`src/rtl/arxcdr_pkg.sv`:
```
package arxcdr_pkg;
  // ************************************************************
  // sampling constants
  // ************************************************************
  localparam int unsigned ARXCDR_OVS_NORMAL = 16;
  localparam int unsigned ARXCDR_OVS_DOUBLE = 8;
  // first of three voting samples (middle is +1, last is +2)
  localparam logic [3:0] ARXCDR_VOTE_FIRST_NORMAL = 4'h8;
  localparam logic [3:0] ARXCDR_VOTE_FIRST_DOUBLE = 4'h4;
  localparam logic [3:0] ARXCDR_SAMPLE_IDLE = 4'h0;
  localparam logic [3:0] ARXCDR_SAMPLE_FIRST = 4'h1;
  localparam int unsigned ARXCDR_DIV_W = 12;
  localparam logic [11:0] ARXCDR_DIV_RESET = 12'h000;
  localparam logic [3:0] ARXCDR_BITS_MIN = 4'h5;
  localparam logic [3:0] ARXCDR_BITS_MAX = 4'hA;
  localparam logic [3:0] ARXCDR_BITS_RESET = 4'h8;
  localparam int unsigned ARXCDR_FIFO_DEPTH = 16;
  localparam int unsigned ARXCDR_DATA_W = 10;

  // receiver phases, gray along idle -> start -> data -> stop
  typedef enum logic [1:0] {
    ARXCDR_ST_IDLE = 2'b00,
    ARXCDR_ST_START = 2'b01,
    ARXCDR_ST_DATA = 2'b11,
    ARXCDR_ST_STOP = 2'b10
  } arxcdr_state_t;

  // one received frame
  typedef struct packed {
    logic [ARXCDR_DATA_W-1:0] bits;
    logic [3:0] nbits;
    logic frame_error;
  } arxcdr_frame_t;
  localparam int unsigned ARXCDR_FRAME_W = $bits(arxcdr_frame_t);
endpackage : arxcdr_pkg

```
`src/rtl/arxcdr_fifo.sv`:
```
`timescale 1ns/100ps
module arxcdr_fifo #(
  parameter int unsigned WIDTH = 15,
  parameter int unsigned DEPTH = 16
) (
  input wire logic clk_i,
  input wire logic rst_i,
  input wire logic [WIDTH-1:0] in_data_i,
  input wire logic in_valid_i,
  output logic in_ready_o,
  output logic [WIDTH-1:0] out_data_o,
  output logic out_valid_o,
  input wire logic out_ready_i
);
  localparam int unsigned AW = $clog2(DEPTH);
  logic [WIDTH-1:0] mem_q [DEPTH];
  logic [AW:0] wr_q;
  logic [AW:0] rd_q;
  logic [WIDTH-1:0] out_q;
  logic out_v_q;
  wire logic full_w = (wr_q[AW] != rd_q[AW]) && (wr_q[AW-1:0] == rd_q[AW-1:0]);
  wire logic empty_w = (wr_q == rd_q);
  wire logic push_w = in_valid_i && !full_w;
  // output register refills when empty or consumed
  wire logic load_w = !empty_w && (!out_v_q || out_ready_i);

  assign in_ready_o = !full_w;
  assign out_data_o = out_q;
  assign out_valid_o = out_v_q;

  // storage write
  always_ff @(posedge clk_i) begin
    if (push_w) begin
      mem_q[wr_q[AW-1:0]] <= in_data_i;
    end
  end

  // pointers and registered read data
  always_ff @(posedge clk_i) begin
    if (rst_i) begin
      wr_q <= '0;
      rd_q <= '0;
      out_q <= '0;
      out_v_q <= 1'b0;
    end else begin
      if (push_w) wr_q <= wr_q + 1'b1;
      if (load_w) begin
        out_q <= mem_q[rd_q[AW-1:0]];
        rd_q <= rd_q + 1'b1;
        out_v_q <= 1'b1;
      end else if (out_ready_i) begin
        out_v_q <= 1'b0;
      end
    end
  end
endmodule : arxcdr_fifo

```
`src/rtl/arxcdr_rx.sv`:
```
// What this block does
// line sampled at 16x baud normally, 8x in double speed.
// double_speed_select high picks 8x oversampling, else 16x.
// idle line keeps sample counter at zero, waiting.
// high-to-low edge starts detection; first low sample is sample one.
// start judged on samples 8,9,10 normal, 4,5,6 double speed.
// two or more high check samples reject start as noise.
// valid start realigns bit timing; repeats each frame.
// sixteen or eight sample states per bit, numbered by state.
// bit value is majority of three centre samples.
// recover bits through first stop bit only; further stops ignored.
// first stop voted; zero sets frame error.
// next start edge accepted right after last stop vote sample.
// frame length of data plus parity from five to ten bits.
// remote transmitter rate within accepted ratio band.
// baud divisor keeps own rate error within recommended limit.
// frame error zero when stop read one, one when zero.
// sampling tick from baud divider, one per oversample period.
// assembled bits and stop status handed over in one cycle.
`timescale 1ns/100ps
module arxcdr_rx
  import arxcdr_pkg::*;
#(
  parameter int unsigned DIV_W = ARXCDR_DIV_W,
  parameter int unsigned FIFO_DEPTH = ARXCDR_FIFO_DEPTH
) (
  input wire logic clk_i,
  input wire logic rst_i,
  input wire logic serial_receive_line_i,
  input wire logic double_speed_select_i,
  input wire logic [DIV_W-1:0] baud_divisor_value_i,
  input wire logic [3:0] frame_bits_i,
  output logic [ARXCDR_DATA_W-1:0] rx_bits_o,
  output logic [3:0] rx_nbits_o,
  output logic frame_error_flag_o,
  output logic rx_valid_o,
  input wire logic rx_ready_i,
  output logic frame_dropped_o,
  output logic busy_o
);
  // ************************************************************
  // baud divider
  // ************************************************************
  logic [DIV_W-1:0] div_q;
  logic [DIV_W-1:0] div_d;
  // divider tick
  wire logic tick_w = (div_q == '0);
  // divisor software set
  assign div_d = tick_w ? baud_divisor_value_i : div_q - 1'b1;

  // reload when reaching zero: period is divisor+1 clocks
  always_ff @(posedge clk_i) begin
    if (rst_i) div_q <= DIV_W'(ARXCDR_DIV_RESET);
    else div_q <= div_d;
  end

  // ************************************************************
  // mode selection
  // ************************************************************
  logic mode_q;
  // samples per bit, captured together with mode_q
  logic [4:0] ovs_q;
  // speed select
  // oversampling rate
  wire logic [4:0] ovs_w = double_speed_select_i ? 5'(ARXCDR_OVS_DOUBLE) : 5'(ARXCDR_OVS_NORMAL);
  // vote positions
  wire logic [3:0] vfirst_w = mode_q ? ARXCDR_VOTE_FIRST_DOUBLE : ARXCDR_VOTE_FIRST_NORMAL;
  wire logic [3:0] vlast_w = vfirst_w + 4'h2;
  // last state of a bit
  wire logic [3:0] last_sample_w = 4'(ovs_q - 5'h01);
  // length clamp
  wire logic [3:0] len_w = (frame_bits_i < ARXCDR_BITS_MIN) ? ARXCDR_BITS_MIN :
                           (frame_bits_i > ARXCDR_BITS_MAX) ? ARXCDR_BITS_MAX : frame_bits_i;

  // ************************************************************
  // recovery state
  // ************************************************************
  arxcdr_state_t state_q;
  arxcdr_state_t state_d;
  logic [3:0] samp_q;
  logic [3:0] samp_d;
  logic [1:0] votes_q;
  logic [1:0] votes_d;
  logic [3:0] bitn_q;
  logic [3:0] bitn_d;
  logic [3:0] len_q;
  logic [ARXCDR_DATA_W-1:0] shift_q;
  logic [ARXCDR_DATA_W-1:0] shift_d;
  logic prev_q;
  logic push_d;
  logic ferr_d;

  wire logic rx_w = serial_receive_line_i;
  // falling edge
  wire logic fall_w = prev_q && !rx_w;
  wire logic in_vote_w = (samp_q >= vfirst_w) && (samp_q <= vlast_w);
  wire logic [1:0] votes_now_w = votes_q + {1'b0, (in_vote_w && rx_w)};
  // majority vote
  wire logic bit_w = votes_now_w[1];
  wire logic end_vote_w = (samp_q == vlast_w);
  wire logic end_bit_w = (samp_q == last_sample_w);
  // stored frame laid out lsb first, right aligned
  wire logic [ARXCDR_DATA_W-1:0] shifted_w = {bit_w, shift_q[ARXCDR_DATA_W-1:1]};
  wire logic [ARXCDR_DATA_W-1:0] aligned_w = shift_q >> (4'(ARXCDR_DATA_W) - len_q);

  // ************************************************************
  // next-state decode
  // ************************************************************
  always_comb begin
    state_d = state_q;
    samp_d = samp_q;
    votes_d = votes_q;
    bitn_d = bitn_q;
    shift_d = shift_q;
    push_d = 1'b0;
    ferr_d = 1'b0;
    if (tick_w) begin
      case (state_q)
        ARXCDR_ST_IDLE: begin
          // idle counter zero
          samp_d = ARXCDR_SAMPLE_IDLE;
          votes_d = 2'h0;
          if (fall_w) begin
            // first low sample
            // this tick is sample one, so the next tick is sample two
            samp_d = ARXCDR_SAMPLE_FIRST + 4'h1;
            state_d = ARXCDR_ST_START;
          end
        end
        ARXCDR_ST_START: begin
          samp_d = samp_q + 4'h1;
          if (in_vote_w) votes_d = votes_now_w;
          if (end_vote_w) begin
            if (bit_w) begin
              // reject noise
              state_d = ARXCDR_ST_IDLE;
              samp_d = ARXCDR_SAMPLE_IDLE;
            end
          end
          if (end_bit_w) begin
            // realign on start
            state_d = ARXCDR_ST_DATA;
            samp_d = 4'h0;
            bitn_d = 4'h0;
            votes_d = 2'h0;
          end
        end
        ARXCDR_ST_DATA: begin
          // per-bit sample states
          samp_d = samp_q + 4'h1;
          if (in_vote_w) votes_d = votes_now_w;
          if (end_vote_w) begin
            shift_d = shifted_w;
          end
          if (end_bit_w) begin
            samp_d = 4'h0;
            votes_d = 2'h0;
            bitn_d = bitn_q + 4'h1;
            // stop after frame
            if (bitn_q == len_q - 4'h1) state_d = ARXCDR_ST_STOP;
          end
        end
        ARXCDR_ST_STOP: begin
          samp_d = samp_q + 4'h1;
          if (in_vote_w) votes_d = votes_now_w;
          if (end_vote_w) begin
            // stop voted
            // single-cycle handover
            push_d = 1'b1;
            // flag polarity
            ferr_d = !bit_w;
            // early next start
            state_d = ARXCDR_ST_IDLE;
            samp_d = ARXCDR_SAMPLE_IDLE;
            votes_d = 2'h0;
          end
        end
        default: begin
          state_d = ARXCDR_ST_IDLE;
          samp_d = ARXCDR_SAMPLE_IDLE;
        end
      endcase
    end
  end

  // ************************************************************
  // registers
  // ************************************************************
  // prev_q set high after stop vote so a low sample then reads as an edge
  always_ff @(posedge clk_i) begin
    if (rst_i) begin
      state_q <= ARXCDR_ST_IDLE;
      samp_q <= ARXCDR_SAMPLE_IDLE;
      votes_q <= 2'h0;
      bitn_q <= 4'h0;
      shift_q <= '0;
      prev_q <= 1'b0;
      mode_q <= 1'b0;
      len_q <= ARXCDR_BITS_RESET;
      ovs_q <= 5'(ARXCDR_OVS_NORMAL);
    end else begin
      state_q <= state_d;
      samp_q <= samp_d;
      votes_q <= votes_d;
      bitn_q <= bitn_d;
      shift_q <= shift_d;
      if (tick_w) prev_q <= push_d ? 1'b1 : rx_w;
      // mode and length latched per frame at start edge
      if (tick_w && state_q == ARXCDR_ST_IDLE) begin
        mode_q <= double_speed_select_i;
        ovs_q <= ovs_w;
        len_q <= len_w;
      end
    end
  end

  // ************************************************************
  // handover buffer
  // ************************************************************
  arxcdr_frame_t in_frame_w;
  arxcdr_frame_t out_frame_w;
  logic fifo_in_ready_w;
  assign in_frame_w.bits = aligned_w;
  assign in_frame_w.nbits = len_q;
  assign in_frame_w.frame_error = ferr_d;
  wire logic push_w = push_d;

  arxcdr_fifo #(
    .WIDTH(ARXCDR_FRAME_W),
    .DEPTH(FIFO_DEPTH)
  ) u_fifo (
    .clk_i(clk_i),
    .rst_i(rst_i),
    .in_data_i(in_frame_w),
    .in_valid_i(push_w),
    .in_ready_o(fifo_in_ready_w),
    .out_data_o(out_frame_w),
    .out_valid_o(rx_valid_o),
    .out_ready_i(rx_ready_i)
  );

  // frame lost when buffer full at stop vote
  logic drop_q;
  always_ff @(posedge clk_i) begin
    if (rst_i) drop_q <= 1'b0;
    else drop_q <= push_w && !fifo_in_ready_w;
  end

  assign rx_bits_o = out_frame_w.bits;
  assign rx_nbits_o = out_frame_w.nbits;
  assign frame_error_flag_o = out_frame_w.frame_error;
  assign frame_dropped_o = drop_q;
  assign busy_o = (state_q != ARXCDR_ST_IDLE);
endmodule : arxcdr_rx

```
`config.mk`:
```
export PLATFORM = sky130hd
export DESIGN_NAME = arxcdr_rx
export DESIGN_NICKNAME = d
export VERILOG_FILES = /design/src/rtl/arxcdr_pkg.sv /design/src/rtl/arxcdr_fifo.sv /design/src/rtl/arxcdr_rx.sv
export SDC_FILE = /design/constraint.sdc
export NUM_CORES = 1
export LEC_CHECK = 0
export BUFFER_PORTS_ARGS = -buffer_cell sky130_fd_sc_hd__buf_4
export CORE_MARGIN = 2
export CORE_UTILIZATION = 32
export CTS_CLUSTER_SIZE = 12
export DETAILED_ROUTE_END_ITERATION = 6
export PLACE_DENSITY = 0.46
export SYNTH_ARGS = -nofsm -noshare
export SYNTH_HDL_FRONTEND = slang
export SYNTH_SLANG_ARGS = --single-unit
```
`constraint.sdc`:
```
create_clock -name clk_i -period 6.2 [get_ports clk_i]
set_input_delay 1.55 -clock clk_i [delete_from_list [all_inputs] [get_ports clk_i]]
set_output_delay 1.55 -clock clk_i [all_outputs]
set_load 0.1 [all_outputs]
```
==> flow_metrics.py <==
metrics = {
    "setup_path": {
        "r2r-start": "div_q[0]",
        "crit_slowest_cell": "nor2_2",
        "critical_path_buf_inv_count": 1,
        "worstPathArrival_ns": 3.60,
        "start_kind": "flip-flop",
        "cp-end-kind": "flip-flop",
        "cp_slowest_stage_delay_ns": 0.82,
        "path_class": "reg -> reg",
        "cp.required_ns": 6.33,
        "rr_endpoint": "u_fifo.mem_q[5][5]",
        "rrSetupSlack_ns": 2.73,
        "cp_max_fo": 15,
        "rr_worst_depth": 7,
        "path_delay_family": "simple AND/OR/NAND/NOR gates",
        "crit_chain": "inv_1 > ha_1 > or3b_2 > nor3_1 > o2111a_1 > nand2_1 > nor2_2",
    },
    "drt": {
        "wl_per_cell_um": 21.2,
        "vias_per_cell": 4.95,
        "drt_pass1_iterations": 5,
        "totalWireLength_um": 31000,
        "drc": 0,
        "ant_nets": 0,
        "drt_iter0_drc": 348,
        "vias": 7233,
    },
    "sta": {
        "post-route-min-period_ns": 3.47,
        "relSlewSlack_pct": 25.5,
        "fin_ws_ns": 2.73,
        "worst_pin_slew_ns": 1.11,
        "fin_worst_skew_ns": 0.0275,
        "fin_setup_tns_ns": 0,
        "setup_viol": 0,
        "max_freq_mhz": 288,
        "fin_crit_sh_pct": 56.0,
        "rsz0062_at_grt": "no",
        "slew_violations": 0,
        "finalHoldViolations": 0,
    },
    "clock_network": {
        "cts_tree": "built",
        "clkTransAtPathRegs_ns": 0.05,
        "cts_resized": 0,
        "hold_buffers": 0,
        "cts_buffers": 35,
        "clock-sinks": 307,
        "h-tree-depth": 2,
        "cts_buffer_depth": 3,
        "clockRootBuffer": "clkbuf_16",
        "insertion_delay_ns": 0.53,
        "post-cts-setup-buffers": 0,
    },
    "placement": {
        "routabilityCongestion": 0.749,
        "dp_hpwl_um": 18900,
        "placed_area_mm2": 0.0138,
        "io_buffers": 38,
        "pre_cts_slack_ns": 2.72,
    },
    "global_route": {
        "use_met3_pct": 2.33,
        "antenna_found_initial": 2,
        "grt_pass1_wl_um": 47000,
        "use_met1_pct": 21.4,
        "grt_max_degree": 76,
        "grt_util_met2_pct": 24.5,
        "overflow": 0,
        "grt_pass1_vias": 7367,
        "grt-busiest-layer": "met2",
        "grtUsageTotal_pct": 15.2,
    },
    "hold_path": {
        "hold_start": "u_fifo.out_data_o[1]",
        "min_delay_path_depth": 2,
        "hold_end": "u_fifo.out_data_o[1]",
        "hold_class": "reg -> reg",
    },
    "synthesis": {
        "synth_edf_count": 240,
        "synth_top_cell_area_share_pct": 56.1,
        "synth_compound_area_share_pct": 6.37,
        "ys_ff_latch": 307,
        "synth_top_family_by_area": "multiplexers",
        "syn-num-nets": 897,
        "seq_area_frac_synth_pct": 66.6,
        "ys_top_cells_by_area": "edfxtp_1 (56%), dfxtp_1 (10%), mux4_2 (8.4%)",
        "synth-xor-area-share_pct": 1.71,
        "synth.largest_area_cell": "edfxtp_1",
        "synthCells": 861,
        "synth-simple-area-share_pct": 8.94,
        "synth_cell_type_count": 56,
        "synth_mux_area_share_pct": 12.8,
        "synth_ff_type": "edfxtp_1",
        "yosysWarnings": 0,
        "async_flop_share_pct": 0,
        "syn-cell-area_mm2": 0.0128,
        "synthAdderAreaFrac_pct": 1.46,
        "avgSynthCellArea_um2": 14.9,
    },
    "final_layout": {
        "mostFrequentLayoutCell": "edfxtp_1",
        "syn2layout_area_growth_pct": 15.6,
        "drive_gt1_share_pct": 23.4,
        "stdcell_area_mm2": 0.0148,
        "mostFrequentLayoutCells": "edfxtp_1 (240), dfxtp_1 (64), nor2_1 (59), buf_4 (59), mux4_2 (48)",
        "antenna-diode-count": 0,
        "nets": 944,
    },
    "floorplan": {
        "die-area_mm2": 0.0417,
        "io_pins": 39,
        "core_area_mm2": 0.0396,
        "die_height_um": 204,
        "initial_utilization_pct": 32.4,
        "fp.dieW_um": 204,
        "rows": 73,
    },
    "run_status": {
        "status": "complete, no violations",
    },
    "pwr": {
        "vdd_drop_max_v": 0.000228,
        "power.density_mw_per_mm2": 385,
        "p_leak_nw": 4.77,
    },
    "run": {
        "drv_cap": 0,
    },
}
## worst register-to-register path: cells and delay by family, from the launching register on
| family | cells | cell delay [ns] |
|---|---|---|
| AOI/OAI and AO/OA | 1 | 0.49 |
| adders and majority gates | 1 | 0.17 |
| buffers and inverters | 1 | 0.06 |
| DFF | 1 | 0.33 |
| and+or+nand+nor | 4 | 2.05 |
## synthesized netlist by cell type, types with 11 or more instances
library cell / number
mux4_2: 48
ha_1: 15
nor2b_1: 26
nand3_1: 11
mux2_2: 35
a211oi_1: 44
edfxtp_1: 240
mux2i_1: 17
o22ai_1: 15
nand2_1: 27
inv_1: 17
o21ai_0: 13
nor2_1: 70
dfxtp_1: 67
xnor2_1: 16
nor3_1: 44
clkbuf_1: 34
a21oi_1: 24
## logic make-up after synthesis
| kind of cell | count (synthesis) |
|---|---|
| DFF | 307 |
| muxes | 100 |
| and+or+nand+nor | 226 |
| AOI/OAI and AO/OA | 122 |
| buffers and inverters | 66 |
| xor gates and xnor gates | 25 |
| adders and majority gates | 15 |
## registers in the layout, summed over array words and instances (netlist names)
register and cells:
frame_dropped_o 1, div_q 12, len_q 4, votes_q 2
u_fifo.out_valid_o 1, u_fifo.mem_q 240, prev_q 1, shift_q 10
u_fifo.out_data_o 15, bitn_q 4, u_fifo.wr_q 5, state_q 2
samp_q 4, ovs_q 1, u_fifo.rd_q 5
## area by class of cell
class                      count  area, um^2
inverter                      17        63.8
tap                          525         657
fill                        3786       24800
multi-input combinational    488        4080
clock buffer                  43         916
timing repair buffer          59         443
sequential                   307        8560
clock inverter                21         130
## stage by stage
stage	instances	util, %	power [mW]	hold WS [ns]
after floorplan	861	-	3.49	0.452
after global placement	1396	34.8	3.86	0.479
after detailed placement	1396	34.8	3.86	0.483
after CTS	1460	37.4	5.79	0.495
after global routing	1460	37.4	5.99	0.510
final	1460	37.4	5.72	0.491
## routing by layer
metal / up-vias / part of all wire [%]
met5: - / 0
met4: 0 / 1.8
met3: 41 / 3.9
met2: 126 / 47
met1: 3623 / 47
li1: 3443 / -
## power by group
group          total, mW  internal, mW  switching [mW]
clock               1.92          1.10           0.820
combinational       1.24         0.333           0.909
sequential          2.56          2.43           0.127
## how the worst max path moves through the flow
stage	slack (ns)	from	endpoint	depth (start not counted)
CTS	2.73	div_q[0]	u_fifo.mem_q[4][4]	7
finish	2.73	div_q[0]	u_fifo.mem_q[5][5]	7
global route	2.49	div_q[0]	u_fifo.mem_q[5][12]	7
floorplan	2.62	len_q[0]	u_fifo.mem_q[0][8]	10
global placement	2.76	div_q[0]	u_fifo.mem_q[8][3]	7
detailed placement	2.72	div_q[0]	u_fifo.mem_q[8][3]	7
No activity file was read; power rests on OpenSTA's default activity.
